**src/design/ais_pkg.sv**
```systemverilog
// Package for the line AIS defect monitor: register map, fields, counts and carriers.
// Assumes a 32-bit AXI4-Lite register bus and a frame strobe from the framer.
package ais_pkg;

  // ==========================================================================
  // Register map (printed offsets are not all word multiples, so they are indices).
  localparam logic [12:0] IDX_STATUS_BYTE1   = 13'h1106;
  localparam logic [12:0] IDX_INT_STATUS_B2  = 13'h1109;
  localparam logic [12:0] IDX_RDI_CONTROL    = 13'h1933;
  localparam logic [12:0] IDX_AUTO_ALARM     = 13'h1163;
  localparam logic [12:0] IDX_INT_MASK       = 13'h1110;
  localparam logic [12:0] IDX_MODE           = 13'h1111;
  localparam int          ADDR_W             = 15;

  // ==========================================================================
  // Field positions and reset values.
  localparam int          STATUS_AIS_BIT     = 0;
  localparam int          INT_AIS_BIT        = 1;
  localparam int          RDI_ON_AIS_BIT     = 2;
  localparam int          AUTO_ALARM_BIT     = 0;
  localparam int          MODE_SINGLE_BIT    = 0;
  localparam logic [3:0]  RDI_CONTROL_RESET  = 4'h0;
  localparam logic [7:0]  AUTO_ALARM_RESET   = 8'h00;
  localparam logic [7:0]  INT_MASK_RESET     = 8'h00;
  localparam logic        MODE_RESET         = 1'b0;

  // ==========================================================================
  // Detection figures.
  localparam int          DETECT_FRAMES      = 5;
  localparam logic [2:0]  K2_AIS_PATTERN     = 3'h7;
  localparam int          PATH_COUNT         = 3;

  localparam logic [1:0]  RESP_OKAY          = 2'h0;
  localparam logic [1:0]  RESP_SLVERR        = 2'h2;

  // One-hot detector states.
  typedef enum logic [1:0] {
    ST_CLEAR    = 2'b01,
    ST_DECLARED = 2'b10
  } det_state_type;

  // Configuration carried from the register file to the consequent logic.
  typedef struct packed {
    logic [3:0] rdi_control;
    logic [7:0] auto_alarm;
    logic       single_channel;
  } config_type;

  // Defect events from the detector.
  typedef struct packed {
    logic defect;
    logic change;
  } defect_type;

endpackage : ais_pkg

```
**src/design/ais_consequent.sv**
```systemverilog
// Consequent actions: remote defect toward the far end and path alarm downstream.
// Assumes configuration is stable registers on the same clock.
`timescale 1ns/1ps
`default_nettype none
module ais_consequent #(
  parameter int PATHS = ais_pkg::PATH_COUNT
) (
  input  wire logic              aclk,
  input  wire logic              aresetn,
  input  wire logic              defect,
  input  var  ais_pkg::config_type cfg,
  output logic                   rdi_send,
  output logic [PATHS-1:0]       path_alarm
);
  import ais_pkg::*;

  typedef struct packed {
    logic             rdi;
    logic [PATHS-1:0] alarm;
  } cons_type;

  cons_type q, d;
  logic     alarm_on;

  // Works out the actions from the defect and the enables.
  always_comb begin
    d = q;
    d.rdi = defect & cfg.rdi_control[RDI_ON_AIS_BIT];
    alarm_on = defect & cfg.auto_alarm[AUTO_ALARM_BIT];
    d.alarm = {PATHS{1'b0}};
    for (int i = 0; i < PATHS; i++) begin
      d.alarm[i] = alarm_on & ((i == 0) | cfg.single_channel);
    end
  end

  // Registers the actions.
  always_ff @(posedge aclk) begin
    if (!aresetn) begin
      q <= '0;
    end else begin
      q <= d;
    end
  end

  assign rdi_send   = q.rdi;
  assign path_alarm = q.alarm;

  a_rdi_follows: assert property (@(posedge aclk) disable iff (!aresetn)
    ##1 rdi_send == $past(defect && cfg.rdi_control[RDI_ON_AIS_BIT]))
    else $error("remote defect does not follow the defect");

  a_all_paths: assert property (@(posedge aclk) disable iff (!aresetn)
    defect && cfg.auto_alarm[AUTO_ALARM_BIT] && cfg.single_channel |=> &path_alarm)
    else $error("path alarm missing on a path");

  a_alarm_cause: assert property (@(posedge aclk) disable iff (!aresetn)
    path_alarm[0] |-> $past(defect && cfg.auto_alarm[AUTO_ALARM_BIT]))
    else $error("path alarm without cause");

  c_all_paths: cover property (@(posedge aclk) disable iff (!aresetn) &path_alarm);
endmodule : ais_consequent
`default_nettype wire

```
**src/design/ais_detector.sv**
```systemverilog
// Five-frame declare and clear filter for K2 bits 6 to 8.
// Assumes one frame strobe per received frame, with K2 valid at that strobe.
`timescale 1ns/1ps
`default_nettype none
module ais_detector #(
  parameter int FRAMES = ais_pkg::DETECT_FRAMES
) (
  input  wire logic              aclk,
  input  wire logic              aresetn,
  input  wire logic              frame_strobe,
  input  wire logic [2:0]        k2_bits,
  output var  ais_pkg::defect_type defect_out
);
  import ais_pkg::*;

  typedef struct packed {
    det_state_type state;
    logic [3:0]    run;
    logic          change;
  } det_reg_type;

  det_reg_type q, d;
  logic        match;

  assign match = (k2_bits == K2_AIS_PATTERN);

  // Counts frames that oppose the present state and flips after FRAMES of them.
  always_comb begin
    d        = q;
    d.change = 1'b0;
    if (frame_strobe) begin
      if ((q.state == ST_CLEAR) != match) begin
        d.run = 4'h0;
      end else if (q.run == 4'(FRAMES - 1)) begin
        d.run    = 4'h0;
        d.change = 1'b1;
        case (q.state)
          ST_CLEAR:    d.state = ST_DECLARED;
          ST_DECLARED: d.state = ST_CLEAR;
          default:     d.state = ST_CLEAR;
        endcase
      end else begin
        d.run = q.run + 4'h1;
      end
    end
  end

  // Registers the detector state.
  always_ff @(posedge aclk) begin
    if (!aresetn) begin
      q <= '{state: ST_CLEAR, run: 4'h0, change: 1'b0};
    end else begin
      q <= d;
    end
  end

  assign defect_out = '{defect: (q.state == ST_DECLARED), change: q.change};

  a_declare_after_five: assert property (@(posedge aclk) disable iff (!aresetn)
    q.state == ST_CLEAR && q.change == 1'b0 && d.state == ST_DECLARED |->
      match && frame_strobe && q.run == 4'(FRAMES - 1))
    else $error("defect declared without a full run");

  a_clear_after_five: assert property (@(posedge aclk) disable iff (!aresetn)
    $fell(q.state == ST_DECLARED) |-> $past(!match && frame_strobe && q.run == 4'(FRAMES - 1)))
    else $error("defect cleared without a full run");

  a_run_restart: assert property (@(posedge aclk) disable iff (!aresetn)
    frame_strobe && ((q.state == ST_CLEAR) != match) |=> q.run == 4'h0)
    else $error("run counter not restarted");

  c_declare: cover property (@(posedge aclk) disable iff (!aresetn) $rose(q.state == ST_DECLARED));
  c_clear:   cover property (@(posedge aclk) disable iff (!aresetn) $fell(q.state == ST_DECLARED));
endmodule : ais_detector
`default_nettype wire

```
**src/design/line_ais_defect_monitor.sv**
```systemverilog
// Overview of operation
// - Declare line AIS after five consecutive frames with K2 bits 6-8 all ones.
// - Clear line AIS after five consecutive frames with other K2 bits 6-8.
// - Status byte-1 bit 0 reads one while the defect is declared.
// - Declaration sets change flag bit 1, cleared on read; interrupt pin goes low.
// - Clearance sets the same change flag and asserts the interrupt too.
// - With control bit 2 set, send remote defect while line AIS declared.
// - Remote defect control: four read-write enables in bits 3-0; 7-4 read zero.
// - When enabled, send path alarm downstream while line AIS declared.
// - Single-channel mode drives the path alarm to all three path processors.
// - Bit 0 of the automatic alarm register enables downstream path alarm.
//
// Top of the line AIS defect monitor with its AXI4-Lite register slave.
// Assumes frame strobe and K2 bits arrive from logic on aclk.
`timescale 1ns/1ps
`default_nettype none
module line_ais_defect_monitor #(
  parameter int PATHS = ais_pkg::PATH_COUNT
) (
  input  wire logic                      aclk,
  input  wire logic                      aresetn,
  input  wire logic                      frame_strobe,
  input  wire logic [2:0]                k2_bits,
  input  wire logic [ais_pkg::ADDR_W-1:0] s_axi_awaddr,
  input  wire logic                      s_axi_awvalid,
  output logic                           s_axi_awready,
  input  wire logic [31:0]               s_axi_wdata,
  input  wire logic [3:0]                s_axi_wstrb,
  input  wire logic                      s_axi_wvalid,
  output logic                           s_axi_wready,
  output logic [1:0]                     s_axi_bresp,
  output logic                           s_axi_bvalid,
  input  wire logic                      s_axi_bready,
  input  wire logic [ais_pkg::ADDR_W-1:0] s_axi_araddr,
  input  wire logic                      s_axi_arvalid,
  output logic                           s_axi_arready,
  output logic [31:0]                    s_axi_rdata,
  output logic [1:0]                     s_axi_rresp,
  output logic                           s_axi_rvalid,
  input  wire logic                      s_axi_rready,
  output logic                           int_n,
  output logic                           rdi_send,
  output logic [PATHS-1:0]               path_alarm
);
  import ais_pkg::*;

  // ==========================================================================
  // State
  typedef struct packed {
    logic        aw_held;
    logic [12:0] aw_idx;
    logic        w_held;
    logic [31:0] w_data;
    logic [3:0]  w_strb;
    logic        bvalid;
    logic [1:0]  bresp;
    logic        rvalid;
    logic [31:0] rdata;
    logic [1:0]  rresp;
    logic [3:0]  rdi_control;
    logic [7:0]  auto_alarm;
    logic [7:0]  int_mask;
    logic        single_channel;
    logic        status_ais;
    logic        int_flag;
    logic        int_n;
  } top_type;

  top_type    q, d;
  defect_type det;
  config_type cfg;
  logic       do_write;
  logic       do_read;
  logic [12:0] ar_idx;
  logic [7:0]  rbyte;
  logic        rhit;

  // ==========================================================================
  // Sub-blocks
  ais_detector #(
    .FRAMES (DETECT_FRAMES)
  ) u_detector (
    .aclk         (aclk),
    .aresetn      (aresetn),
    .frame_strobe (frame_strobe),
    .k2_bits      (k2_bits),
    .defect_out   (det)
  );

  assign cfg = '{rdi_control: q.rdi_control, auto_alarm: q.auto_alarm,
                 single_channel: q.single_channel};

  ais_consequent #(
    .PATHS (PATHS)
  ) u_consequent (
    .aclk       (aclk),
    .aresetn    (aresetn),
    .defect     (det.defect),
    .cfg        (cfg),
    .rdi_send   (rdi_send),
    .path_alarm (path_alarm)
  );

  // ==========================================================================
  // Bus decode
  assign ar_idx   = s_axi_araddr[14:2];
  assign do_write = q.aw_held && q.w_held && !q.bvalid;
  assign do_read  = s_axi_arvalid && !q.rvalid;

  // Read multiplexer; unmapped indices answer with an error.
  always_comb begin
    rbyte = 8'h00;
    rhit  = 1'b1;
    case (ar_idx)
      IDX_STATUS_BYTE1:  rbyte[STATUS_AIS_BIT] = q.status_ais;
      IDX_INT_STATUS_B2: rbyte[INT_AIS_BIT]    = q.int_flag;
      IDX_RDI_CONTROL:   rbyte = {4'h0, q.rdi_control};
      IDX_AUTO_ALARM:    rbyte = q.auto_alarm;
      IDX_INT_MASK:      rbyte = q.int_mask;
      IDX_MODE:          rbyte[MODE_SINGLE_BIT] = q.single_channel;
      default:           rhit  = 1'b0;
    endcase
  end

  // ==========================================================================
  // Next state
  always_comb begin
    d = q;
    // Address and data are taken in either order and held until the write.
    if (s_axi_awvalid && !q.aw_held) begin
      d.aw_held = 1'b1;
      d.aw_idx  = s_axi_awaddr[14:2];
    end
    if (s_axi_wvalid && !q.w_held) begin
      d.w_held = 1'b1;
      d.w_data = s_axi_wdata;
      d.w_strb = s_axi_wstrb;
    end
    if (q.bvalid && s_axi_bready) begin
      d.bvalid = 1'b0;
    end
    if (q.rvalid && s_axi_rready) begin
      d.rvalid = 1'b0;
    end
    if (do_write) begin
      d.aw_held = 1'b0;
      d.w_held  = 1'b0;
      d.bvalid  = 1'b1;
      d.bresp   = RESP_OKAY;
      if (q.w_strb[0]) begin
        case (q.aw_idx)
          IDX_RDI_CONTROL: d.rdi_control = q.w_data[3:0];
          IDX_AUTO_ALARM:  d.auto_alarm  = q.w_data[7:0];
          IDX_INT_MASK:    d.int_mask    = q.w_data[7:0];
          IDX_MODE:        d.single_channel = q.w_data[MODE_SINGLE_BIT];
          IDX_STATUS_BYTE1, IDX_INT_STATUS_B2: d.bresp = RESP_OKAY;
          default:         d.bresp = RESP_SLVERR;
        endcase
      end
    end
    if (do_read) begin
      d.rvalid = 1'b1;
      d.rdata  = {24'h000000, rbyte};
      d.rresp  = rhit ? RESP_OKAY : RESP_SLVERR;
      if (ar_idx == IDX_INT_STATUS_B2) begin
        d.int_flag = 1'b0;
      end
    end
    d.status_ais = det.defect;
    if (det.change) begin
      d.int_flag = 1'b1;
    end
    d.int_n = !(d.int_flag && !q.int_mask[INT_AIS_BIT]);
  end

  // Registers all state.
  always_ff @(posedge aclk) begin
    if (!aresetn) begin
      q                <= '0;
      q.rdi_control    <= RDI_CONTROL_RESET;
      q.auto_alarm     <= AUTO_ALARM_RESET;
      q.int_mask       <= INT_MASK_RESET;
      q.single_channel <= MODE_RESET;
      q.int_n          <= 1'b1;
    end else begin
      q <= d;
    end
  end

  assign s_axi_awready = !q.aw_held;
  assign s_axi_wready  = !q.w_held;
  assign s_axi_bvalid  = q.bvalid;
  assign s_axi_bresp   = q.bresp;
  assign s_axi_arready = !q.rvalid;
  assign s_axi_rvalid  = q.rvalid;
  assign s_axi_rdata   = q.rdata;
  assign s_axi_rresp   = q.rresp;
  assign int_n         = q.int_n;

  // ==========================================================================
  // Checks
  // status tracks defect
  a_status_tracks: assert property (@(posedge aclk) disable iff (!aresetn)
    ##1 q.status_ais == $past(det.defect))
    else $error("status bit does not track the defect");

  a_change_flag: assert property (@(posedge aclk) disable iff (!aresetn)
    det.change |=> q.int_flag)
    else $error("change did not set the flag");

  a_int_low: assert property (@(posedge aclk) disable iff (!aresetn)
    det.change && !q.int_mask[INT_AIS_BIT] |=> !int_n)
    else $error("interrupt not asserted on change");

  a_ctrl_upper: assert property (@(posedge aclk) disable iff (!aresetn)
    do_read && ar_idx == IDX_RDI_CONTROL |=> s_axi_rdata[7:4] == 4'h0)
    else $error("unused control bits read nonzero");

  c_int_read: cover property (@(posedge aclk) disable iff (!aresetn)
    do_read && ar_idx == IDX_INT_STATUS_B2 && q.int_flag);
  c_write: cover property (@(posedge aclk) disable iff (!aresetn) do_write);
endmodule : line_ais_defect_monitor
`default_nettype wire

```
**config.mk**
```make
export PLATFORM = sky130hd
export DESIGN_NAME = line_ais_defect_monitor
export DESIGN_NICKNAME = d
export VERILOG_FILES = /design/src/design/ais_pkg.sv /design/src/design/ais_consequent.sv /design/src/design/ais_detector.sv /design/src/design/line_ais_defect_monitor.sv
export SDC_FILE = /design/constraint.sdc
export NUM_CORES = 1
export LEC_CHECK = 0
export BUFFER_PORTS_ARGS = -buffer_cell sky130_fd_sc_hd__buf_4
export CAP_MARGIN = 10
export CORE_ASPECT_RATIO = 1.2
export CORE_MARGIN = 4
export CORE_UTILIZATION = 30
export DETAILED_ROUTE_END_ITERATION = 7
export GPL_ROUTABILITY_DRIVEN = 0
export GPL_TIMING_DRIVEN = 1
export PLACE_DENSITY = 0.52
export SYNTH_ARGS = -nofsm -noshare
export SYNTH_HDL_FRONTEND = slang
export SYNTH_SLANG_ARGS = --single-unit
export TNS_END_PERCENT = 5
```
**constraint.sdc**
```tcl
create_clock -name aclk -period 3.1 [get_ports aclk]
set_input_delay 0.155 -clock aclk [delete_from_list [all_inputs] [get_ports aclk]]
set_output_delay 0.155 -clock aclk [all_outputs]
set_load 0.03 [all_outputs]
```
## Word-level counts from Yosys, hierarchy flattened

Index checks and enable logic that the tools add are counted.

- Add/sub/neg operators: 1
- Equal/unequal tests: 17
- Muxes and demuxes: 18
- Bitwise logic cells: 6
- Reductions and logical operators: 25

Operators with widths:

| kind | number |
|---|---|
| $eq A13 B13 Y1 const B | 12 |
| $mux W35 | 1 |
| $pmux W6 S3 | 1 |
| $reduce_and A3 Y1 | 5 |
| $reduce_or A6 Y1 | 2 |
| $logic_and A1 B1 Y1 | 8 |
| $mux W2 | 4 |
| $mux W4 | 2 |
| $mux W1 | 7 |
| $logic_not A1 Y1 | 6 |
| $pmux W1 S5 | 1 |
| $add A4 B1 Y4 const B | 1 |
| $eq A4 B3 Y1 const B | 1 |
| $pmux W1 S4 | 1 |
| $reduce_bool A2 Y1 | 2 |
| $and A1 B1 Y1 | 3 |
| $eq A3 B3 Y1 const B | 1 |
| $mux W3 | 1 |
| $not A1 Y1 | 3 |
| $reduce_or A3 Y1 | 1 |
| $eq A2 B1 Y1 const B | 1 |
| $eq A2 B2 Y1 const B | 1 |
| $reduce_or A2 Y1 | 1 |
| $ne A1 B1 Y1 | 1 |

- Bits in registers: 72
- Input port bits: 77
- Output and inout port bits: 46

## Logic depth before layout (Yosys ltp)

Gate-level depths: netlist (run 1).

- Depth after elaboration: 6
- Depth in mapped cells: 6
- Depth with buffers taken out: 6

## Modules after synthesis

A second synthesis (run 1) with hierarchy kept.

- Cells, all modules: 398
- Area total of the unflattened synthesis: 3460.8 um^2

Modules (own cells, without submodules):

| module | instances | cells each | area an instance (um^2) |
|---|---|---|---|
| line_ais_defect_monitor | 1 | 345 | 2964.1 |
| ais_detector | 1 | 46 | 405.4 |
| ais_consequent | 1 | 7 | 91.3 |

## Least setup slack after synthesis (run 1)

No wires, ideal clock.

- Kind: register to register
- Start point: register q (netlist bit s_axi_bvalid)
- End point: register q[10] in the netlist's numbering
- Library setup time: 0.072 ns
- Arrival: 1.725 ns
- Data required time: 3.028 ns
- Path slack: 1.303 ns
- Stages on the path, launching flop included: 5
- Path buffers: 0
- Cells stage by stage: dfxtp_1 > nand4b_4 > or4_4 > nor3_4 > mux2i_1

- Longest elaborated chain between the ends: 3

Ends and longest elaborated chain:

| element | line | text |
|---|---|---|
| start, declared | line_ais_defect_monitor.sv:69 | `top_type q, d;` |
| $logic_not A1 Y1 | line_ais_defect_monitor.sv:107 | `assign do_write = q.aw_held && q.w_held && !q.bvalid;` |
| $logic_and A1 B1 Y1 | line_ais_defect_monitor.sv:107 |  |
| $reduce_and A3 Y1 (no source line) | - |  |

No other way between the ends.
A chain may end at the register's enable or synchronous reset.

## Worst setup path after layout (run 1)

- Start point: register q[111] in the netlist's numbering
- End point: register q (netlist bit cfg[5])

- Longest elaborated chain between the ends: 2

Ends and longest elaborated chain:

| element | line | text |
|---|---|---|
| $eq A13 B13 Y1 | line_ais_defect_monitor.sv:151 | `case (q.aw_idx)` |
| $reduce_and A3 Y1 (no source line) | - |  |

No other way between the ends.

==> out/metrics.csv, run 1 <==
stage;metric;value;unit
placed_design;dpl.hpwl;5490;µm
synth;synthSimpleGateAreaFrac;25.8;%
synth;syn_avg_cell_area;8.75;µm²
cells_and_area;final_cell_mix;nand2_1, dfxtp_1, buf_4, a21oi_1, conb_1;
grt;antenna_found_initial;0;
cells_and_area;final_common_cell;nand2_1;
die;die_h;122;µm
sta;hold_viol_final;0;
synth;synth_cell_types;54;
die;die_area;12600;µm²
job;drv_cap;0;
setup_path;start_kind;flip-flop;
cells_and_area;drive_gt1_share;21.9;%
synth;synth_compound_area_share;11.7;%
placed_design;place_area;3690;µm²
grt;grt_max_degree;46;
run_status;outcome;completed;
drt;post-route-drc-count;0;
grt;first_global_vias;2581;
clock_tree;h-tree-depth;3;
grt;grt_use_total;12.3;%
die;coreArea;10600;µm²
sta;slew_viol_final;0;
clock_tree;clkTransAtPathRegs;60;ps
sta;tightest_slew;822;ps
sta;setup_viol;0;
clock_tree;cts_made_buffers;9;
power_and_ir_drop;cellPowerDensity;535;nW/µm²
placed_design;pre_cts_slack;1030;ps
synth;ys_warn_count;0;
synth;netlist_area;3260;µm²
synth;synthAdderAreaFrac;0.767;%
synth;ys_ff_latch;70;
grt;grt_pass1_wl;12300;µm
synth;synth_xor_area_share;1.07;%
synth;synth_mux_area_share;6.79;%
clock_tree;clock-sinks;70;
clock_tree;cts_tree;yes;
grt;top_usage_layer;met2;
sta;finClkSkew;6.42;ps
grt;use_met2;19.6;%
sta;slew_headroom;45.1;%
power_and_ir_drop;max-vdd-ir-drop;0.282;mV
sta;fin_ws;1190;ps
drt;dr.pass1.iters;4;
sta;rsz0062_at_grt;false;
sta;hold_ws;62.1;ps
synth;synth_top_family_by_area;simple AND/OR/NAND/NOR gates;
grt;met1_usage;15.8;%
drt;wl;7330;µm
synth;synth-edff-count;0;
grt;gr-usage-met3;3.35;%
drt;viasPerCell;4.64;
sta;fin_crit_sh;61.6;%
die;initial_core_util;30.9;%
setup_path;crit_required;3350;ps
clock_tree;post_cts_buffers;0;
setup_path;cp.arrival;2160;ps
synth;async_reset_ff_share;0;%
sta;fmax;524;MHz
drt;drt_iter0_drc;106;
cells_and_area;antenna_cells;0;
drt;avgRoutedWirePerCell;13.1;µm
clock_tree;clk_latency;320;ps
sta;tns;0;ps
synth;ys.flop_type;dfxtp_1;
synth;ys_seq_area_share;42.9;%
clock_tree;cts-root-buf;clkbuf_16;
setup_path;critPathCaptureType;flip-flop;
synth;syn_inst;373;
die;io_pins;123;
hold_path;hold_class;in -> reg;
cells_and_area;area_growth;21.7;%
drt;vias;2593;
placed_design;portBuffers;65;
die;num_rows;41;
setup_path;criticalPathCategory;reg -> reg;
drt;antenna_left;0;
sta;fin_crit;1910;ps
setup_path;crit_fanout;8;
die;die_w;103;µm
power_and_ir_drop;power_leakage;0.00154;µW
grt;overflow;0;
clock_tree;cts_buffer_depth;2;
cells_and_area;final_area;3970;µm²
cells_and_area;nets;505;
-- Yosys cell counts (all sizes together) (4+ instances only) --
master / number / area share (%)
a21oi: 29 / 4.4
a221oi: 6 / 1.6
buf: 38 / 8.6
clkbuf: 12 / 1.4
dfxtp: 70 / 43
inv: 7 / 0.81
mux2i: 21 / 6.4
nand2: 85 / 9.8
nand2b: 4 / 0.77
nand3: 4 / 0.61
nand3b: 5 / 1.2
nand4b: 4 / 1.5
nor2: 13 / 1.5
nor2b: 4 / 0.77
nor3: 10 / 2.4
nor4: 5 / 1.8
o21ai: 8 / 1.2
-- worst paths after layout --
check	start	end	slack, ps	cells after the start
max reg2reg	q[111]$_SDFFE_PN0P_	cfg[5]$_SDFFE_PN0P_	1190	4
min	s_axi_awvalid	q[112]$_SDFFE_PP0P_	60	3
min reg2reg	q[111]$_SDFFE_PN0P_	q[111]$_SDFFE_PN0P_	450	2
max	q[111]$_SDFFE_PN0P_	cfg[5]$_SDFFE_PN0P_	1190	4
-- area by class of cell --
| type | instances | area (µm²) |
|---|---|---|
| fill | 1116 | 6600 |
| multi-input combinational | 271 | 1600 |
| sequential | 70 | 1400 |
| timing repair buffer | 67 | 505 |
| clock buffer | 10 | 239 |
| tap | 129 | 161 |
| clock inverter | 5 | 36.3 |
| inverter | 7 | 26.3 |
-- metal layers --
layer  part of all wire, %  routed length [µm]
met4                   1.4                 105
met2                    47                3430
met1                    45                3270
met3                   7.2                 527
met5                     0                   0
-- state kept, by name, summed over array words and instances, names as in the netlist --
register / count
u_consequent.rdi_send: 1
cfg: 13
int_n: 1
u_detector.defect_out: 1
s_axi_rresp: 1
q: 34
s_axi_bvalid: 1
s_axi_rvalid: 1
u_consequent.path_alarm: 2
s_axi_rdata: 8
s_axi_bresp: 1
u_detector.q: 6
-- cell families after synthesis --
kind of cell,count (synthesis)
other,1
xor gates and xnor gates,4
buffers and inverters,57
muxes,22
DFF,70
AOI/OAI and AO/OA,61
and+or+nand+nor,156
adders and majority gates,2
-- per-stage QoR --
step	power, µW	util, %	std cells
4_1_cts	2160	37.6	559
5_1_grt	2230	37.6	559
6_report	2130	37.6	559
3_5_place_dp	1220	34.9	543
2_1_floorplan	1160	-	398
3_3_place_gp	1220	34.9	543
-- report_power, final --
part           switching, µW  total (µW)  internal [µW]
sequential              23.3         954            930
clock                    368         925            557
combinational            157         248           90.7
-- worst max-delay path, cell delays in order, from the launching register on --
cell      delay (ps)
dfxtp_1          320
nor4bb_1         390
nand4b_1         290
nor3_4           590
mux2i_1          250
-- timing repair --
item | in CTS | in global routing
endpoints found under the hold margin | 1 | 0
resized for setup | 0 | 0
hold buffers | 1 | 0
Note: power is estimated with default switching activity, not from simulation.
==> run 2: changes to the inputs <==
--- a/config.mk
+++ b/config.mk
@@ -5,6 +5,7 @@
 export SDC_FILE = /design/constraint.sdc
 export NUM_CORES = 1
 export LEC_CHECK = 0
+export ABC_AREA = 1
 export BUFFER_PORTS_ARGS = -buffer_cell sky130_fd_sc_hd__buf_4
 export CAP_MARGIN = 10
 export CORE_ASPECT_RATIO = 1.2
==> constraint.sdc (replaced) <==
create_clock -name aclk -period 1.9 [get_ports aclk]
set_input_delay 0.095 -clock aclk [delete_from_list [all_inputs] [get_ports aclk]]
set_output_delay 0.095 -clock aclk [all_outputs]
set_load 0.03 [all_outputs]
==> run 2 against run 1 <==
Effect of this change:
- power up 68%
- critical path type unchanged
- largest power group is now clock
- sequential power up 64%
- clock skew down 0.81 ps
==> out/metrics.csv, run 2 <==
stage;metric;value;unit
drt;wl;7990;µm
synth;syn_avg_cell_area;7.24;µm²
cells_and_area;utilization;38.8;%
sta;tns;0;ps
hold_path;hp-start;s_axi_awaddr[5];
cells_and_area;final_cells;707;
hold_path;whs_path_depth;3;
sta;fin_crit_sh;85.0;%
placed_design;portBuffers;65;
setup_path;start_kind;flip-flop;
grt;grt_pass1_wl;13600;µm
die;die_area;13400;µm²
setup_path;crit_required;2100;ps
cells_and_area;largest_reg_flops;34;
sta;tightest_slew;595;ps
sta;slew_viol_final;0;
cells_and_area;fill_cells;1201;
setup_path;reg2reg_setup_slack;280;ps
sta;slew_headroom;60.2;%
drt;drt_iter0_drc;92;
grt;met1_usage;14.8;%
grt;top_usage_layer;met2;
placed_design;dp.cells;676;
power_and_ir_drop;max-vdd-ir-drop;0.377;mV
clock_tree;clock-sinks;70;
synth;async_reset_ff_share;0;%
synth;ys_seq_area_share;40.3;%
drt;post-route-drc-count;0;
synth;synth_commonest_cells;nand2_1, nor2_1, dfxtp_1, nand3_1, buf_4;
setup_path;reg2reg_from;q[112]$_SDFFE_PP0P_;
cells_and_area;final_area;4350;µm²
setup_path;critPathCaptureType;flip-flop;
clock_tree;cts_buffer_depth;2;
cells_and_area;final_common_cell;nand2_1;
clock_tree;cts_made_buffers;9;
sta;setup_viol;0;
synth;yosys.area.top_type;dfxtp_1;
sta;hold_viol_final;0;
sta;fmax;619;MHz
cells_and_area;final_cell_mix;nand2_1, nor2_1, dfxtp_1, buf_4, nand3_1;
clock_tree;cts-root-buf;clkbuf_16;
synth;synth-edff-count;0;
synth;syn_inst;480;
power_and_ir_drop;power_leakage;0.00187;µW
synth;netlist_area;3470;µm²
cells_and_area;nets;627;
setup_path;crit_fanout;17;
grt;first_global_vias;2959;
setup_path;cp.arrival;1820;ps
grt;grt_max_degree;37;
die;io_pins;123;
clock_tree;h-tree-depth;3;
run_status;outcome;completed;
die;coreArea;11200;µm²
setup_path;reg2reg_depth;4;
job;drv_cap;0;
placed_design;place_area;3910;µm²
sta;rsz0062_at_grt;false;
setup_path;r2r_end;q[109]$_SDFFE_PN0P_;
hold_path;whs_endpoint;q[102]$_SDFFE_PN0P_;
die;initial_core_util;31.0;%
synth;ys_ff_latch;70;
grt;gr-usage-met3;2.15;%
drt;viasPerCell;4.28;
synth;synth_cell_types;36;
die;num_rows;42;
power_and_ir_drop;cellPowerDensity;824;nW/µm²
synth;ys_warn_count;0;
grt;grt_use_total;12.5;%
placed_design;dpl.hpwl;6060;µm
hold_path;hold_class;in -> reg;
clock_tree;clkTransAtPathRegs;60;ps
drt;vias;3024;
drt;avgRoutedWirePerCell;11.3;µm
grt;antenna_found_initial;0;
drt;dr.pass1.iters;4;
clock_tree;clk_latency;330;ps
cells_and_area;antenna_cells;0;
grt;use_met2;21.8;%
die;die_w;106;µm
setup_path;criticalPathCategory;reg -> reg;
cells_and_area;largest-register;q;
synth;ys.flop_type;dfxtp_1;
synth;yosysMostFrequentCell;nand2_1;
clock_tree;ctsResizeCount;0;
die;die_h;126;µm
synth;synth_top_area_share;40.3;%
drt;antenna_left;0;
clock_tree;cts_tree;yes;
cells_and_area;drive_gt1_share;19.3;%
cells_and_area;area_growth;25.1;%
sta;finClkSkew;5.61;ps
grt;overflow;0;
synth;synth_area_leaders;dfxtp_1, nand2_1, buf_4;
sta;fin_crit;1620;ps
## run 2: area by class of cell
cell class              instances  area [µm²]  share of cell area [%]
multi-input cells             343        1640                    37.7
clock buffers                  13         270                    6.22
clock inverters                 3        17.5                   0.403
inverters                      40         155                    3.57
well taps                     154         193                    4.43
flip-flops and latches         70        1400                    32.2
repair buffers                 84         668                    15.4
## run 2: per-stage QoR
stage                     setup WS, ps  power (µW)  hold slack (ps)
after floorplan                    375        1910              230
after global placement             290        1990              317
after detailed placement           248        2000              323
after CTS                          228        3620             3.86
after global routing              25.9        3750             30.9
final                              284        3580             9.96
## run 2: what timing repair did
item,in CTS,in global routing
setup buffers,0,0
hold buffers,15,0
hold endpoints to repair,15,0
setup endpoints to repair,0,0
## run 2: report_power, final
| part | internal [µW] | total (µW) | switching [µW] |
|---|---|---|---|
| clock network | 986 | 1590 | 601 |
| registers | 1520 | 1560 | 43.2 |
| logic | 159 | 428 | 269 |
## run 2: worst max-delay path, stage by stage, from the launching register on
cell and delay (ps):
dfxtp_1 320, nor2_1 480, inv_1 380, o21ai_0 260
a21oi_1 60
## run 2: cells by family after synthesis
group | Yosys count | synth area share [%]
AOI/OAI and AO/OA | 70 | 10.3
xor gates and xnor gates | 2 | 0.504
adders and majority gates | 2 | 0.720
buffers and inverters | 92 | 15.1
DFF | 70 | 40.3
other | 1 | 0.108
and+or+nand+nor | 243 | 32.9
## run 2: how the worst max path moves through the flow
stage | slack [ps] | startpoint | to
final | 280 | q[112]$_SDFFE_PP0P_ | q[109]$_SDFFE_PN0P_
after detailed placement | 250 | q[112]$_SDFFE_PP0P_ | q[109]$_SDFFE_PN0P_
after floorplan | 370 | s_axi_rvalid$_SDFFE_PN0P_ | s_axi_rresp[1]$_SDFFE_PN0P_
after global routing | 30 | q[112]$_SDFFE_PP0P_ | q[109]$_SDFFE_PN0P_
after CTS | 230 | q[112]$_SDFFE_PP0P_ | q[107]$_SDFFE_PN0P_
after global placement | 290 | q[112]$_SDFFE_PP0P_ | q[100]$_SDFFE_PN0P_
## run 2: per-layer routing
metal  vias up  share of wire [%]
met3        10                4.1
met2        60                 49
met1      1328                 45
met5         -                  0
li1       1626                  -
met4         0                2.0
